--- config.mk ---
export PLATFORM = sky130hd
export DESIGN_NAME = dds_sequencer
export DESIGN_NICKNAME = d
export VERILOG_FILES = /design/src/verilog/dds_pkg.sv /design/src/verilog/dds_channel.sv /design/src/verilog/dds_sequencer.sv
export SDC_FILE = /design/constraint.sdc
export NUM_CORES = 1
export LEC_CHECK = 0
export BUFFER_PORTS_ARGS = -buffer_cell sky130_fd_sc_hd__buf_4
export CORE_AREA = 5 5 188 190
export CTS_CLUSTER_DIAMETER = 30
export DETAILED_ROUTE_END_ITERATION = 10
export DIE_AREA = 0 0 193 195
export SYNTH_ARGS = -nofsm -noshare
export SYNTH_HDL_FRONTEND = slang
export SYNTH_SLANG_ARGS = --single-unit
--- constraint.sdc ---
create_clock -name clk_i -period 10.6 [get_ports clk_i]
set_input_delay 0.53 -clock clk_i [delete_from_list [all_inputs] [get_ports clk_i]]
set_output_delay 0.53 -clock clk_i [all_outputs]
set_load 0.005 [all_outputs]
--- src/verilog/dds_pkg.sv ---
// Package for the dual-channel DMA sequencer: register map, fields, timing.
// Assumes a single 100 MHz system clock and a byte-wide register port.
package dds_pkg;
	// ---------------------------------------------------------------
	// Register offsets
	// ---------------------------------------------------------------
	localparam logic [3:0] DDS_ADDR_WIDTH_C = 4'h4;
	localparam logic [3:0] OFS_LADDR0 = 4'h0;
	localparam logic [3:0] OFS_LADDR1 = 4'h1;
	localparam logic [3:0] OFS_RADDR0 = 4'h2;
	localparam logic [3:0] OFS_RADDR1 = 4'h3;
	localparam logic [3:0] OFS_LXFER = 4'h4;
	localparam logic [3:0] OFS_RXFER = 4'h5;
	localparam logic [3:0] OFS_RCNT0 = 4'h6;
	localparam logic [3:0] OFS_RCNT1 = 4'h7;
	localparam logic [3:0] OFS_LCNT0 = 4'h8;
	localparam logic [3:0] OFS_LCNT1 = 4'h9;
	localparam logic [3:0] OFS_SECOPS = 4'hA;
	localparam logic [3:0] OFS_SECCNT = 4'hB;
	localparam logic [3:0] OFS_OPCMD = 4'hC;
	localparam logic [3:0] OFS_DRVCMD = 4'hD;
	localparam logic [3:0] OFS_STATUS = 4'hE;
	// ---------------------------------------------------------------
	// Transfer register fields (track only remote, external DMA only local; ext-wait from the remote register)
	// ---------------------------------------------------------------
	localparam int XF_ENABLE = 0;
	localparam int XF_WORD = 1;
	localparam int XF_SLOW = 2;
	localparam int XF_EXTWAIT = 3;
	localparam int XF_SWAP = 4;
	localparam int XF_LONGADDR = 5;
	localparam int XF_TRACK = 6;
	localparam int XF_EXTDMA = 7;
	// ---------------------------------------------------------------
	// Operation command and drive command fields
	// ---------------------------------------------------------------
	localparam int OC_RIN = 0;
	localparam int OC_ROUT = 1;
	localparam int OC_INTEN = 2;
	localparam int DC_WRITE = 0;
	localparam int DC_READ = 1;
	localparam int DC_START_AT_INDEX_CTL = 2;
	// ---------------------------------------------------------------
	// Status fields
	// ---------------------------------------------------------------
	localparam int ST_OPDONE = 0;
	localparam int ST_RDONE = 1;
	localparam int ST_RBUSY = 2;
	localparam int ST_LBUSY = 3;
	localparam int ST_HALTED = 4;
	localparam int ST_WAITIDX = 5;
	// ---------------------------------------------------------------
	// Bus cycle timing in clock periods, address step sizes and count rounding
	// ---------------------------------------------------------------
	localparam logic [2:0] CYC_NORMAL = 3'h4;
	localparam logic [2:0] CYC_SLOW = 3'h5;
	localparam logic [15:0] STEP_BYTE = 16'h0001;
	localparam logic [15:0] STEP_WORD = 16'h0002;
	localparam logic [15:0] CNT_ONE = 16'h0001;
	localparam logic [15:0] CNT_ODD_MASK = 16'hFFFE;
	// ---------------------------------------------------------------
	// Channel engine states
	// ---------------------------------------------------------------
	typedef enum logic [3:0] {
		CH_IDLE = 4'h1,
		CH_REQ = 4'h2,
		CH_CYC = 4'h4,
		CH_DONE = 4'h8
	} dds_ch_state_t;
endpackage

--- src/verilog/dds_channel.sv ---
// One DMA channel engine: request/acknowledge handshake, bus cycle timing,
// address step and count. Assumes a synchronised ack and ext-wait input.
`timescale 1ns/1ps
`default_nettype none
module dds_channel (
	input wire logic clk_i,
	input wire logic sys_rst_i,
	input wire logic run_i,
	input wire logic load_addr_i,
	input wire logic [15:0] addr_i,
	input wire logic load_cnt_i,
	input wire logic [15:0] cnt_i,
	input wire logic word_i,
	input wire logic slow_i,
	input wire logic extwait_en_i,
	input wire logic extwait_i,
	input wire logic ack_i,
	output logic req_o,
	output logic strobe_o,
	output logic [15:0] addr_o,
	output logic [15:0] cnt_o,
	output logic done_o
);
	import dds_pkg::*;

	dds_ch_state_t state_reg, state_next;
	logic [2:0] phase_reg;
	logic [15:0] addr_reg, cnt_reg;
	logic req_reg, strobe_reg, done_reg;
	logic [2:0] cyc_len;
	logic [15:0] step;
	logic cyc_end, last_xfer, wait_hold;
	logic ack_low_reg;

	assign cyc_len = slow_i ? CYC_SLOW : CYC_NORMAL;
	assign step = word_i ? STEP_WORD : STEP_BYTE;
	assign wait_hold = extwait_en_i & extwait_i;
	assign cyc_end = (phase_reg == cyc_len - 3'h1) & ~wait_hold;
	assign last_xfer = cnt_reg <= step;

	always_comb begin
		state_next = state_reg;
		unique case (state_reg)
			CH_IDLE: if (run_i && cnt_reg != '0) state_next = CH_REQ;
			CH_REQ: if (!run_i) state_next = CH_IDLE;
				else if (ack_i && ack_low_reg) state_next = CH_CYC;
			CH_CYC: if (cyc_end) state_next = last_xfer ? CH_DONE : (run_i ? CH_REQ : CH_IDLE);
			CH_DONE: state_next = CH_IDLE;
		endcase
	end

	always_ff @(posedge clk_i or posedge sys_rst_i) begin
		if (sys_rst_i) begin
			state_reg <= CH_IDLE;
			phase_reg <= '0;
			ack_low_reg <= 1'b0;
		end else begin
			state_reg <= state_next;
			// only a fresh ack, old level may linger in sync
			ack_low_reg <= ~ack_i | (ack_low_reg & ~(state_reg == CH_REQ & ack_i));
			phase_reg <= (state_reg == CH_CYC && !cyc_end && !wait_hold) ? phase_reg + 3'h1 :
				(state_reg == CH_CYC && wait_hold) ? phase_reg : '0;
		end
	end

	always_ff @(posedge clk_i or posedge sys_rst_i) begin
		if (sys_rst_i) begin
			addr_reg <= '0;
			cnt_reg <= '0;
		end else if (load_addr_i || load_cnt_i) begin
			if (load_addr_i) addr_reg <= addr_i;
			if (load_cnt_i) cnt_reg <= (cnt_i + CNT_ONE) & CNT_ODD_MASK;
		end else if (state_reg == CH_CYC && cyc_end) begin
			addr_reg <= addr_reg + step;
			cnt_reg <= last_xfer ? '0 : cnt_reg - step;
		end
	end

	always_ff @(posedge clk_i or posedge sys_rst_i) begin
		if (sys_rst_i) begin
			req_reg <= 1'b0;
			strobe_reg <= 1'b0;
			done_reg <= 1'b0;
		end else begin
			req_reg <= state_next == CH_REQ;
			strobe_reg <= state_next == CH_CYC;
			done_reg <= state_next == CH_DONE;
		end
	end

	assign req_o = req_reg;
	assign strobe_o = strobe_reg;
	assign addr_o = addr_reg;
	assign cnt_o = cnt_reg;
	assign done_o = done_reg;

	property p_cyc_after_ack;
		@(posedge clk_i) disable iff (sys_rst_i)
		$rose(strobe_reg) |-> $past(ack_i) && $past(req_reg);
	endproperty
	a_cyc_after_ack: assert property (p_cyc_after_ack) else $error("bus cycle without ack");

	property p_req_hold;
		@(posedge clk_i) disable iff (sys_rst_i)
		req_reg && !ack_i && run_i |=> req_reg;
	endproperty
	a_req_hold: assert property (p_req_hold) else $error("request dropped early");

	property p_step;
		@(posedge clk_i) disable iff (sys_rst_i)
		state_reg == CH_CYC && cyc_end && !load_addr_i && !load_cnt_i |=> addr_reg == $past(addr_reg) + $past(step);
	endproperty
	a_step: assert property (p_step) else $error("address step wrong");

	property p_hold;
		@(posedge clk_i) disable iff (sys_rst_i)
		state_reg != CH_CYC && !load_addr_i |=> $stable(addr_reg);
	endproperty
	a_hold: assert property (p_hold) else $error("address moved while idle");

	property p_even;
		@(posedge clk_i) disable iff (sys_rst_i)
		load_cnt_i |=> cnt_reg[0] == 1'b0;
	endproperty
	a_even: assert property (p_even) else $error("count not even");

	property p_normal_len;
		@(posedge clk_i) disable iff (sys_rst_i)
		$rose(strobe_reg) && !slow_i && !extwait_en_i |-> strobe_reg [*4] ##1 !strobe_reg;
	endproperty
	a_normal_len: assert property (p_normal_len) else $error("cycle not four periods");

	property p_slow_len;
		@(posedge clk_i) disable iff (sys_rst_i)
		$rose(strobe_reg) && slow_i && !extwait_en_i |-> strobe_reg [*5] ##1 !strobe_reg;
	endproperty
	a_slow_len: assert property (p_slow_len) else $error("slow cycle not five periods");
endmodule
`default_nettype wire

--- src/verilog/dds_sequencer.sv ---
// Dual-channel DMA sequencer top: register port, command sequencing,
// remote halt/resume, tracking and external DMA, completion interrupt.
// Assumes a plain register port; ack, ext-wait and index pins synchronised here.
//
// Design decisions made here: the plain strobed port and the register offsets.
`timescale 1ns/1ps
`default_nettype none
module dds_sequencer (
	input wire logic clk_i,
	input wire logic sys_rst_i,
	input wire logic [dds_pkg::DDS_ADDR_WIDTH_C-1:0] reg_addr_i,
	input wire logic [7:0] reg_wdata_i,
	input wire logic reg_wr_i,
	input wire logic reg_rd_i,
	output logic [7:0] reg_rdata_o,
	input wire logic local_bus_ack_i,
	input wire logic remote_bus_ack_i,
	input wire logic ext_status_i,
	input wire logic index_pulse_i,
	input wire logic fifo_need_i,
	input wire logic sector_done_i,
	input wire logic disk_error_i,
	output logic local_bus_request_o,
	output logic remote_bus_request_o,
	output logic local_strobe_o,
	output logic remote_strobe_o,
	output logic [15:0] local_addr_o,
	output logic [15:0] remote_addr_o,
	output logic disk_run_o,
	output logic irq_o
);
	import dds_pkg::*;

	// ---------------------------------------------------------------
	// Pin synchronisers
	// ---------------------------------------------------------------
	logic [2:0] local_bus_ack_sync_reg, rack_sync_reg, ews_sync_reg, idx_sync_reg;
	logic local_bus_ack_q_reg, rack_q_reg, ews_q_reg, idx_q_reg, idx_prev_reg;
	logic local_bus_ack_s, rack_s, ews_s, idx_s, idx_rise;

	always_ff @(posedge clk_i or posedge sys_rst_i) begin
		if (sys_rst_i) begin
			local_bus_ack_sync_reg <= '0;
			rack_sync_reg <= '0;
			ews_sync_reg <= '0;
			idx_sync_reg <= '0;
		end else begin
			local_bus_ack_sync_reg <= {local_bus_ack_sync_reg[1:0], local_bus_ack_i};
			rack_sync_reg <= {rack_sync_reg[1:0], remote_bus_ack_i};
			ews_sync_reg <= {ews_sync_reg[1:0], ext_status_i};
			idx_sync_reg <= {idx_sync_reg[1:0], index_pulse_i};
		end
	end

	// Accept a change only when stages two and three agree
	always_ff @(posedge clk_i or posedge sys_rst_i) begin
		if (sys_rst_i) begin
			local_bus_ack_q_reg <= 1'b0;
			rack_q_reg <= 1'b0;
			ews_q_reg <= 1'b0;
			idx_q_reg <= 1'b0;
			idx_prev_reg <= 1'b0;
		end else begin
			if (local_bus_ack_sync_reg[1] == local_bus_ack_sync_reg[2]) local_bus_ack_q_reg <= local_bus_ack_sync_reg[2];
			if (rack_sync_reg[1] == rack_sync_reg[2]) rack_q_reg <= rack_sync_reg[2];
			if (ews_sync_reg[1] == ews_sync_reg[2]) ews_q_reg <= ews_sync_reg[2];
			if (idx_sync_reg[1] == idx_sync_reg[2]) idx_q_reg <= idx_sync_reg[2];
			idx_prev_reg <= idx_q_reg;
		end
	end

	assign local_bus_ack_s = local_bus_ack_q_reg;
	assign rack_s = rack_q_reg;
	assign ews_s = ews_q_reg;
	assign idx_s = idx_q_reg;
	assign idx_rise = idx_s & ~idx_prev_reg;

	// ---------------------------------------------------------------
	// Register file
	// ---------------------------------------------------------------
	logic [7:0] laddr0_reg, laddr1_reg, raddr0_reg, raddr1_reg;
	logic [7:0] lxfer_reg, rxfer_reg, rcnt0_reg, rcnt1_reg, lcnt0_reg, lcnt1_reg;
	logic [7:0] secops_reg, seccnt_reg, opcmd_reg, drvcmd_reg;
	logic [7:0] status_reg, rdata_reg;
	logic wr_laddr, wr_raddr, wr_rcnt, wr_lcnt, wr_opcmd, wr_drvcmd, rd_status;
	logic oc_halt, oc_in, oc_out;

	assign wr_laddr = reg_wr_i && reg_addr_i == OFS_LADDR1;
	assign wr_raddr = reg_wr_i && reg_addr_i == OFS_RADDR1;
	assign wr_rcnt = reg_wr_i && reg_addr_i == OFS_RCNT1;
	assign wr_lcnt = reg_wr_i && reg_addr_i == OFS_LCNT1;
	assign wr_opcmd = reg_wr_i && reg_addr_i == OFS_OPCMD;
	assign wr_drvcmd = reg_wr_i && reg_addr_i == OFS_DRVCMD;
	assign rd_status = reg_rd_i && reg_addr_i == OFS_STATUS;
	assign oc_in = reg_wdata_i[OC_RIN];
	assign oc_out = reg_wdata_i[OC_ROUT];
	assign oc_halt = wr_opcmd & oc_in & oc_out;

	always_ff @(posedge clk_i or posedge sys_rst_i) begin
		if (sys_rst_i) begin
			laddr0_reg <= '0;
			laddr1_reg <= '0;
			raddr0_reg <= '0;
			raddr1_reg <= '0;
			lxfer_reg <= '0;
			rxfer_reg <= '0;
			rcnt0_reg <= '0;
			rcnt1_reg <= '0;
			lcnt0_reg <= '0;
			lcnt1_reg <= '0;
			secops_reg <= '0;
			seccnt_reg <= '0;
			opcmd_reg <= '0;
			drvcmd_reg <= '0;
		end else if (reg_wr_i) begin
			unique case (reg_addr_i)
				OFS_LADDR0: laddr0_reg <= reg_wdata_i;
				OFS_LADDR1: laddr1_reg <= reg_wdata_i;
				OFS_RADDR0: raddr0_reg <= reg_wdata_i;
				OFS_RADDR1: raddr1_reg <= reg_wdata_i;
				OFS_LXFER: lxfer_reg <= reg_wdata_i;
				OFS_RXFER: rxfer_reg <= reg_wdata_i;
				OFS_RCNT0: rcnt0_reg <= reg_wdata_i;
				OFS_RCNT1: rcnt1_reg <= reg_wdata_i;
				OFS_LCNT0: lcnt0_reg <= reg_wdata_i;
				OFS_LCNT1: lcnt1_reg <= reg_wdata_i;
				OFS_SECOPS: secops_reg <= reg_wdata_i;
				OFS_SECCNT: seccnt_reg <= reg_wdata_i;
				// Halt pattern leaves the stored command for resume
				OFS_OPCMD: if (!oc_halt) opcmd_reg <= reg_wdata_i;
				OFS_DRVCMD: drvcmd_reg <= reg_wdata_i;
				default: ;
			endcase
		end
	end

	// ---------------------------------------------------------------
	// Remote channel control
	// ---------------------------------------------------------------
	logic rrun_reg, rhalt_reg, rdone_pulse, ldone_pulse;
	logic remote_en, local_en, track, extdma;
	logic [15:0] raddr_cur, rcnt_cur, laddr_cur, lcnt_cur;
	logic r_req, r_stb, l_req, l_stb;
	logic [7:0] track_cnt_reg;
	logic track_ok, remote_go;

	assign remote_en = rxfer_reg[XF_ENABLE];
	assign local_en = lxfer_reg[XF_ENABLE];
	assign track = rxfer_reg[XF_TRACK];
	assign extdma = lxfer_reg[XF_EXTDMA];

	assign track_ok = !track || track_cnt_reg != '0;
	assign remote_go = rrun_reg & remote_en & track_ok;

	always_ff @(posedge clk_i or posedge sys_rst_i) begin
		if (sys_rst_i) begin
			rrun_reg <= 1'b0;
			rhalt_reg <= 1'b0;
		end else if (oc_halt) begin
			rrun_reg <= 1'b0;
			rhalt_reg <= rrun_reg | rhalt_reg;
		end else if (wr_opcmd && (oc_in || oc_out)) begin
			rrun_reg <= 1'b1;
			rhalt_reg <= 1'b0;
		end else if (rdone_pulse) begin
			rrun_reg <= 1'b0;
		end
	end

	// Tracking sector difference, local source up, remote sink down
	always_ff @(posedge clk_i or posedge sys_rst_i) begin
		if (sys_rst_i) begin
			track_cnt_reg <= '0;
		end else if (sector_done_i && !rdone_pulse) begin
			track_cnt_reg <= track_cnt_reg + 8'h01;
		end else if (rdone_pulse && !sector_done_i && track_cnt_reg != '0) begin
			track_cnt_reg <= track_cnt_reg - 8'h01;
		end
	end

	dds_channel u_remote (
		.clk_i(clk_i),
		.sys_rst_i(sys_rst_i),
		.run_i(remote_go),
		.load_addr_i(wr_raddr && !rhalt_reg),
		.addr_i({reg_wdata_i, raddr0_reg}),
		.load_cnt_i(wr_rcnt && !rhalt_reg),
		.cnt_i({reg_wdata_i, rcnt0_reg}),
		.word_i(rxfer_reg[XF_WORD]),
		.slow_i(rxfer_reg[XF_SLOW]),
		.extwait_en_i(rxfer_reg[XF_EXTWAIT]),
		.extwait_i(ews_s),
		.ack_i(rack_s),
		.req_o(r_req),
		.strobe_o(r_stb),
		.addr_o(raddr_cur),
		.cnt_o(rcnt_cur),
		.done_o(rdone_pulse)
	);

	// ---------------------------------------------------------------
	// Disk operation sequencing
	// ---------------------------------------------------------------
	logic disk_run_reg, wait_index_reg, lrun;
	logic multi_sector, ext_req;

	assign multi_sector = secops_reg != '0;

	always_ff @(posedge clk_i or posedge sys_rst_i) begin
		if (sys_rst_i) begin
			disk_run_reg <= 1'b0;
			wait_index_reg <= 1'b0;
		end else if (wr_drvcmd && (reg_wdata_i[DC_WRITE] || reg_wdata_i[DC_READ])) begin
			wait_index_reg <= multi_sector && !reg_wdata_i[DC_START_AT_INDEX_CTL];
			disk_run_reg <= !(multi_sector && !reg_wdata_i[DC_START_AT_INDEX_CTL]);
		end else if (wait_index_reg && idx_rise) begin
			wait_index_reg <= 1'b0;
			disk_run_reg <= 1'b1;
		end else if (ldone_pulse || disk_error_i || (extdma && sector_done_i)) begin
			disk_run_reg <= 1'b0;
		end
	end

	assign ext_req = extdma & disk_run_reg & fifo_need_i;
	assign lrun = disk_run_reg & local_en & ~extdma;

	dds_channel u_local (
		.clk_i(clk_i),
		.sys_rst_i(sys_rst_i),
		.run_i(lrun),
		.load_addr_i(wr_laddr),
		.addr_i({reg_wdata_i, laddr0_reg}),
		.load_cnt_i(wr_lcnt),
		.cnt_i({reg_wdata_i, lcnt0_reg}),
		.word_i(lxfer_reg[XF_WORD]),
		.slow_i(lxfer_reg[XF_SLOW]),
		.extwait_en_i(rxfer_reg[XF_EXTWAIT]),
		.extwait_i(ews_s),
		.ack_i(local_bus_ack_s),
		.req_o(l_req),
		.strobe_o(l_stb),
		.addr_o(laddr_cur),
		.cnt_o(lcnt_cur),
		.done_o(ldone_pulse)
	);

	// ---------------------------------------------------------------
	// Status, interrupt, outputs
	// ---------------------------------------------------------------
	logic opdone_set, rdone_set, irq_reg, lreq_reg, rreq_reg;
	logic lstb_reg, rstb_reg, run_out_reg;
	logic [15:0] laddr_out_reg, raddr_out_reg;

	assign opdone_set = ldone_pulse | disk_error_i | (extdma & disk_run_reg & sector_done_i);
	assign rdone_set = rdone_pulse;

	always_ff @(posedge clk_i or posedge sys_rst_i) begin
		if (sys_rst_i) begin
			status_reg <= '0;
		end else begin
			status_reg[ST_OPDONE] <= opdone_set | (status_reg[ST_OPDONE] & ~rd_status);
			status_reg[ST_RDONE] <= rdone_set | (status_reg[ST_RDONE] & ~rd_status);
			status_reg[ST_RBUSY] <= rrun_reg;
			status_reg[ST_LBUSY] <= disk_run_reg;
			status_reg[ST_HALTED] <= rhalt_reg;
			status_reg[ST_WAITIDX] <= wait_index_reg;
			status_reg[7:6] <= '0;
		end
	end

	always_ff @(posedge clk_i or posedge sys_rst_i) begin
		if (sys_rst_i) begin
			irq_reg <= 1'b0;
			rdata_reg <= '0;
		end else begin
			irq_reg <= opcmd_reg[OC_INTEN] & (status_reg[ST_OPDONE] | status_reg[ST_RDONE]);
			if (!reg_rd_i) rdata_reg <= '0;
			else unique case (reg_addr_i)
				OFS_LADDR0: rdata_reg <= laddr_cur[7:0];
				OFS_LADDR1: rdata_reg <= laddr_cur[15:8];
				OFS_RADDR0: rdata_reg <= raddr_cur[7:0];
				OFS_RADDR1: rdata_reg <= raddr_cur[15:8];
				OFS_LXFER: rdata_reg <= lxfer_reg;
				OFS_RXFER: rdata_reg <= rxfer_reg;
				OFS_RCNT0: rdata_reg <= rcnt_cur[7:0];
				OFS_RCNT1: rdata_reg <= rcnt_cur[15:8];
				OFS_LCNT0: rdata_reg <= lcnt_cur[7:0];
				OFS_LCNT1: rdata_reg <= lcnt_cur[15:8];
				OFS_SECOPS: rdata_reg <= secops_reg;
				OFS_SECCNT: rdata_reg <= seccnt_reg;
				OFS_OPCMD: rdata_reg <= opcmd_reg;
				OFS_DRVCMD: rdata_reg <= drvcmd_reg;
				OFS_STATUS: rdata_reg <= status_reg;
				default: rdata_reg <= '0;
			endcase
		end
	end

	always_ff @(posedge clk_i or posedge sys_rst_i) begin
		if (sys_rst_i) begin
			lreq_reg <= 1'b0;
			rreq_reg <= 1'b0;
			lstb_reg <= 1'b0;
			rstb_reg <= 1'b0;
			run_out_reg <= 1'b0;
			laddr_out_reg <= '0;
			raddr_out_reg <= '0;
		end else begin
			lreq_reg <= l_req | ext_req;
			rreq_reg <= r_req;
			lstb_reg <= l_stb;
			rstb_reg <= r_stb;
			run_out_reg <= disk_run_reg;
			laddr_out_reg <= laddr_cur;
			raddr_out_reg <= raddr_cur;
		end
	end

	assign reg_rdata_o = rdata_reg;
	assign local_bus_request_o = lreq_reg;
	assign remote_bus_request_o = rreq_reg;
	assign local_strobe_o = lstb_reg;
	assign remote_strobe_o = rstb_reg;
	assign local_addr_o = laddr_out_reg;
	assign remote_addr_o = raddr_out_reg;
	assign disk_run_o = run_out_reg;
	assign irq_o = irq_reg;

	property p_halt_stops;
		@(posedge clk_i) disable iff (sys_rst_i)
		oc_halt |=> !rrun_reg;
	endproperty
	a_halt_stops: assert property (p_halt_stops) else $error("halt did not stop remote");

	property p_halt_hold;
		@(posedge clk_i) disable iff (sys_rst_i)
		rhalt_reg && !r_stb |=> $stable(raddr_cur) && $stable(rcnt_cur);
	endproperty
	a_halt_hold: assert property (p_halt_hold) else $error("remote position moved while halted");

	property p_resume;
		@(posedge clk_i) disable iff (sys_rst_i)
		rhalt_reg && wr_opcmd && oc_in && !oc_out |=> rrun_reg && raddr_cur == $past(raddr_cur);
	endproperty
	a_resume: assert property (p_resume) else $error("resume did not keep address");

	property p_index_wait;
		@(posedge clk_i) disable iff (sys_rst_i)
		wait_index_reg && !idx_rise |=> !disk_run_reg || $past(disk_run_reg);
	endproperty
	a_index_wait: assert property (p_index_wait) else $error("ran before index");

	property p_ext_req;
		@(posedge clk_i) disable iff (sys_rst_i)
		ext_req |=> local_bus_request_o;
	endproperty
	a_ext_req: assert property (p_ext_req) else $error("no local request in external mode");

	property p_irq;
		@(posedge clk_i) disable iff (sys_rst_i)
		rdone_pulse && opcmd_reg[OC_INTEN] |=> ##1 irq_o;
	endproperty
	a_irq: assert property (p_irq) else $error("no completion interrupt");

	property p_track;
		@(posedge clk_i) disable iff (sys_rst_i)
		track && track_cnt_reg == '0 |-> !remote_go;
	endproperty
	a_track: assert property (p_track) else $error("remote ran ahead of local");
endmodule
`default_nettype wire
Yosys cells after proc, flatten, opt, wreduce, memory -nomap -nowiden
Index checks and enable logic that the tools add are counted.
{"block": "totals", "ff_bits": 247, "input_bits": 23, "out_inout_bits": 46, "elab_cells": 262}
{"block": "op_classes", "addsub": 12, "order_cmp": 2, "n_eq_ne": 40, "n_mux": 50, "bitwise": 38, "reduce_logical": 70}
{"cell": "16-bit 2-to-1 mux", "n": 14}
{"cell": "8-bit case mux with 15 select lines", "n": 1}
{"cell": "4-bit == test, second input constant", "n": 11}
{"cell": "4-bit 2-to-1 mux", "n": 10}
{"cell": "16-bit by 1-bit adder with 16-bit output, second input constant", "n": 2}
{"cell": "16-bit adder", "n": 2}
{"cell": "4-bit by 3-bit == test with 1-bit output, second input constant", "n": 8}
{"cell": "16-bit less-or-equal comparator", "n": 2}
{"cell": "4-bit case mux with 4 select lines", "n": 2}
{"cell": "16-bit nonzero test", "n": 2}
{"cell": "16-bit subtractor", "n": 2}
{"cell": "1-bit logical AND", "n": 29}
{"cell": "2-bit AND reduction", "n": 13}
{"cell": "4-bit by 2-bit == test with 1-bit output, second input constant", "n": 6}
{"cell": "8-bit 2-to-1 mux", "n": 3}
{"cell": "1-bit AND", "n": 20}
{"cell": "8-bit nonzero test", "n": 2}
{"cell": "4-bit by 1-bit == test with 1-bit output, second input constant", "n": 3}
{"cell": "1-bit 2-to-1 mux", "n": 12}
{"cell": "3-bit 2-to-1 mux", "n": 4}
{"cell": "2-bit by 1-bit != test with 1-bit output, second input constant", "n": 6}
{"cell": "2-bit nonzero test", "n": 5}
{"cell": "1-bit zero test", "n": 9}
{"cell": "1-bit inverter", "n": 9}
{"cell": "12 further kinds", "n": 35}

Longest topological paths before layout
{"block": "logic_depth", "word_depth": 8, "ltp_mapped": 10, "ltp_nobuf": 10}

Cells and area by module
Synthesis repeated with hierarchy kept, for this count alone.
{"block": "hier_totals", "hier_cells": 1273, "hier_area_um2": 13006.2}
{"module": "dds_sequencer", "instances": 1, "cells_each": 561, "area_each_um2": 6962.9}
{"module": "dds_channel", "instances": 2, "cells_each": 356, "area_each_um2": 3021.6}

Worst setup path after synthesis
OpenSTA, ideal clock, no wires.
{"block": "synth_path", "path_type": "register to register", "start": "register rxfer_reg[1]", "end": "register u_remote.req_reg (netlist: u_remote.req_o)", "setup_time_ns": 0.126, "arrival_ns": 2.375, "t_required_ns": 10.474, "setup_slack_ns": 8.099, "path_stages_with_launch": 10, "n_path_buf": 0, "cell_sequence": "dfrtp_1 > inv_1 > ha_1 > inv_1 > fa_1 > a211oi_1 > a21oi_2 > o31a_1 > o32a_1 > nor4b_4"}
{"block": "synth_via", "elab_chain_len": 6}
{"element": "from (decl)", "line": "dds_sequencer.sv:82", "source": "logic [7:0] lxfer_reg, rxfer_reg, rcnt0_reg, rcnt1_reg, lcnt0_reg, lcnt1_reg;"}
{"element": "from (signal assigned)", "line": "dds_sequencer.sv:122", "source": "OFS_RXFER: rxfer_reg <= reg_wdata_i;"}
{"element": "2-bit 2-to-1 mux", "line": "dds_channel.sv:36", "source": "assign step = word_i ? STEP_WORD : STEP_BYTE;"}
{"element": "16-bit less-or-equal comparator", "line": "dds_channel.sv:39", "source": "assign last_xfer = cnt_reg <= step;"}
{"element": "4-bit 2-to-1 mux (2 in a row)", "line": "dds_channel.sv:47", "source": "CH_CYC: if (cyc_end) state_next = last_xfer ? CH_DONE : (run_i ? CH_REQ : CH_IDLE);"}
{"element": "4-bit case mux with 4 select lines", "line": "dds_channel.sv:43", "source": "unique case (state_reg)"}
{"element": "named net u_remote.state_next[1]", "line": "dds_channel.sv:26", "source": "dds_ch_state_t state_reg, state_next;"}
{"element": "4-bit by 2-bit == test with 1-bit output", "line": "dds_channel.sv:85", "source": "req_reg <= state_next == CH_REQ;"}
{"element": "to (signal assigned)", "line": "dds_channel.sv:81", "source": "req_reg <= 1'b0;"}
{"element": "to (signal assigned)", "line": "dds_channel.sv:85"}
{"element": "to (decl)", "line": "dds_channel.sv:29", "source": "logic req_reg, strobe_reg, done_reg;"}
The timed path passes the listed nets, and every way through them passes these cells.
A chain may end at the register's enable or synchronous reset.

Worst setup path after layout
{"block": "layout_path", "start": "register lxfer_reg[1]", "end": "register u_local.cnt_reg[10] (netlist: u_local.cnt_o[10])"}
{"block": "layout_via", "elab_chain_len": 5, "elab_cells_between_ends": 6, "classes_between": "add/sub (1); order compare (1); mux (4)"}
{"element": "from (decl)", "line": "dds_sequencer.sv:82"}
{"element": "from (signal assigned)", "line": "dds_sequencer.sv:121", "source": "OFS_LXFER: lxfer_reg <= reg_wdata_i;"}
{"element": "2-bit 2-to-1 mux *", "line": "dds_channel.sv:36"}
{"element": "16-bit subtractor or 16-bit less-or-equal comparator (tied branches)", "line": "dds_channel.sv:75, dds_channel.sv:39"}
{"element": "16-bit 2-to-1 mux *", "line": "dds_channel.sv:75", "source": "cnt_reg <= last_xfer ? '0 : cnt_reg - step;"}
{"element": "16-bit 2-to-1 mux *", "line": "dds_channel.sv:73", "source": "end else if (state_reg == CH_CYC && cyc_end) begin"}
{"element": "16-bit 2-to-1 mux *", "line": "dds_channel.sv:70", "source": "end else if (load_addr_i || load_cnt_i) begin"}
{"element": "to (signal assigned)", "line": "dds_channel.sv:72", "source": "if (load_cnt_i) cnt_reg <= (cnt_i + CNT_ONE) & CNT_ODD_MASK;"}
{"element": "to (signal assigned)", "line": "dds_channel.sv:75"}
{"element": "to (decl)", "line": "dds_channel.sv:28", "source": "logic [15:0] addr_reg, cnt_reg;"}
Mark *: on every way between the ends. The rest lies on a longest branch, timed or not. The select of a mux whose other input is x is not followed.

==> metrics.md <==
| Metric | Value |
|---|---|
| Max Fclk | `0.335 GHz` |
| Fill cells | `3106` |
| LEAKAGE | `6.47 nW` |
| R2R Setup Slk | `7.62 ns` |
| Logic pwr share | `0.186` |
| Routed Antenna Nets | `0` |
| 1st-pass router iterations | `6` |
| WP data arrival | `3.39 ns` |
| Final wirelength | `38.1 mm` |
| Vias per cell | `5.69` |
| Residual DRC count | `0` |
| Required time worst endpoint | `11.01 ns` |
| Max-Cap Viols | `0` |
| Part of the power in registers | `0.349` |
| Internal power | `2.76 mW` |
| Unrepaired setup endpoints after global routing | `no` |
| Area fraction of the dominant cell type after synthesis | `0.486` |
| Sw frac | `0.304` |
| Type of the worst setup path | `register to register` |
| GRT Overall Usage | `0.200` |
| Share of synthesized registers carrying an async set or reset | `1.00` |
| Seq/Total Area, Yosys | `0.490` |
| Post-CTS Setup Inserts | `0` |
| Worst Setup Start Kind | `register` |
| Skew final | `0.0281 ns` |
| Clk buf depth | `3` |
| # IOs | `69` |
| Hpwl dp | `25.6 mm` |
| Post-synth EDFFs | `0` |
| Total core area | `33300 um^2` |
| Root buf cell | `clkbuf_16` |
| Layout Nets | `1354` |
| PwrDens | `256 nW/um^2` |
| CP max FO | `20` |
| Number of global-route vias before repair | `10.2k` |
| CTS buffer count | `59` |
| Initial drt markers | `977` |
| Netlist Area Pre-Place | `12600 um^2` |
| #FFs+latches synth | `246` |
| Die Y | `195 um` |
| Row count | `67` |
| Net load switching power | `1.20 mW` |
| Die ar. | `37600 um^2` |
| Yosys cell types | `85` |
| H-tree levels | `2` |
| Most common cell after layout, fill and taps aside | `dfrtp_1` |
| Resized Gates After CTS | `0` |
| Fin. max-slew vios | `0` |
| Most frequent cells in the layout | `dfrtp_1, a21oi_1, nand2_1` |
| Status | `complete, no violations` |
| Synth Warn # | `0` |
| Leading area contributor after synthesis | `dfrtp_1` |
| Hold_buf cts | `0` |
| Clk sink count | `246` |
| First-pass GRT wire length | `59.0 mm` |
| Pin count of the biggest net entering global routing | `142` |
| Mean post-synth cell area | `10.1 um^2` |
| Critical path endpoint category | `register` |
| Final setup vio count | `0` |
| Setup Total Neg Slack | `0 ns` |
| Layout cells sized above 1 | `0.218` |
| Vias after detailed routing | `10.3k` |
| Worst-path clk slew | `0.05 ns` |
| GR Overflow Total | `0` |
| Slew margin rel. | `0.0999` |
| P&R area growth vs syn | `23.2%` |
| Syn_nets | `1292` |
| Initial antenna violation count | `1` |
| Peak supply drop | `133 uV` |
| CTS tree | `built` |
| Synth Flop Type | `dfrtp_1` |
| Die extent in x | `193 um` |
| Top cells by area, synth | `dfrtp_1, mux2_2, a21oi_1` |
| Final core utilization | `0.465` |
| Mapped Cells | `1246` |
| PortBufs | `68` |
| Final Cycle Share | `0.281` |
| GPL Wtd Cong | `0.918` |
| Later-pin clock latency in the skew report | `0.57 ns` |
| Avg WL per Cell | `21.1 um` |
| Hold Fails Final Rpt | `0` |
| Period minus WS final | `2.98 ns` |
| Worst Hold Class | `input port to async pin` |
| Worst-Margin Slew | `1.34 ns` |
| Clk pwr share | `0.465` |
| Initial Util | `0.377` |
-- layout make-up --
class | count | area, um^2 | share of cell area
Tap cell | 448 | 561 | 0.0362
Multi-Input combinational cell | 896 | 5980 | 0.386
Sequential cell | 246 | 6160 | 0.398
Antenna cell | 1 | 2.50 | 0.000162
Clock inverter | 40 | 463 | 0.0299
Inverter | 29 | 116 | 0.00752
Clock buffer | 71 | 1610 | 0.104
Timing Repair Buffer | 76 | 583 | 0.0377
-- synthesized netlist by cell type (18+ instances only) --
cell and count:
nand3_1 37, or3_1 18, nor3_1 29, a22oi_1 18, nor2_1 82, dfrtp_1 244, nand2_1 102, mux2_2 86
inv_1 29, ha_1 18, o21ai_0 86, clkbuf_1 57, a21oi_1 105, o22ai_1 20
-- kinds of logic after synthesis --
logic type	after synthesis	share of synthesized area
compound gates	366	0.184
xor+xnor	34	0.0237
fa+ha+maj	27	0.0291
buf+inv	104	0.0335
flops	246	0.490
mux	101	0.0900
simple gates	368	0.150
-- stage by stage --
step / hold slack (ns) / cell area, um^2 / setup WS, ns / total power [mW] / instances
2_1_floorplan: 0.331 / 12600 / 3.32 / 1.85 / 1246
3_3_place_gp: 0.335 / 13400 / 7.56 / 2.11 / 1695
3_5_place_dp: 0.336 / 13400 / 7.54 / 2.13 / 1695
4_1_cts: 0.0651 / 15500 / 7.60 / 3.99 / 1806
5_1_grt: 0.0739 / 15500 / 7.36 / 4.16 / 1807
6_report: 0.0688 / 15500 / 7.62 / 3.96 / 1807
-- power by group through the flow --
stage | logic (mW) | clock network, mW | registers, mW
after global routing | 0.824 | 1.93 | 1.41
after CTS | 0.741 | 1.87 | 1.38
after global placement | 0.724 | 0 | 1.38
final | 0.736 | 1.84 | 1.38
after detailed placement | 0.736 | 0 | 1.39
after floorplan | 0.564 | 0 | 1.29
-- worst paths after layout --
check	start	end	cells after the start
setup reg to reg	lxfer_reg[1]	u_local.cnt_o[10]	9
min in group clk_i	local_bus_ack_i	local_bus_ack_sync_reg[0]	1
max in group asynchronous	sys_rst_i	remote_addr_o[0]	3
setup / recovery	lxfer_reg[1]	u_local.cnt_o[10]	9
hold reg to reg	ews_sync_reg[0]	ews_sync_reg[1]	0
hold / removal	sys_rst_i	local_strobe_o	2
-- worst max-delay path: stages, from the launching register on --
cell,delay [ns]
dfrtp_1,0.39
inv_1,0.24
ha_1,0.20
inv_1,0.06
fa_1,0.47
a211oi_2,0.39
a21o_1,0.58
nor2_1,0.18
a22oi_1,0.22
o21ai_1,0.09
-- metal layers --
metal	share of wire	GRT usage
met4	0.033	0.0768
met5	0	0
met1	0.44	0.274
met3	0.057	0.0307
met2	0.47	0.321
No activity file was read; power rests on OpenSTA's default activity.
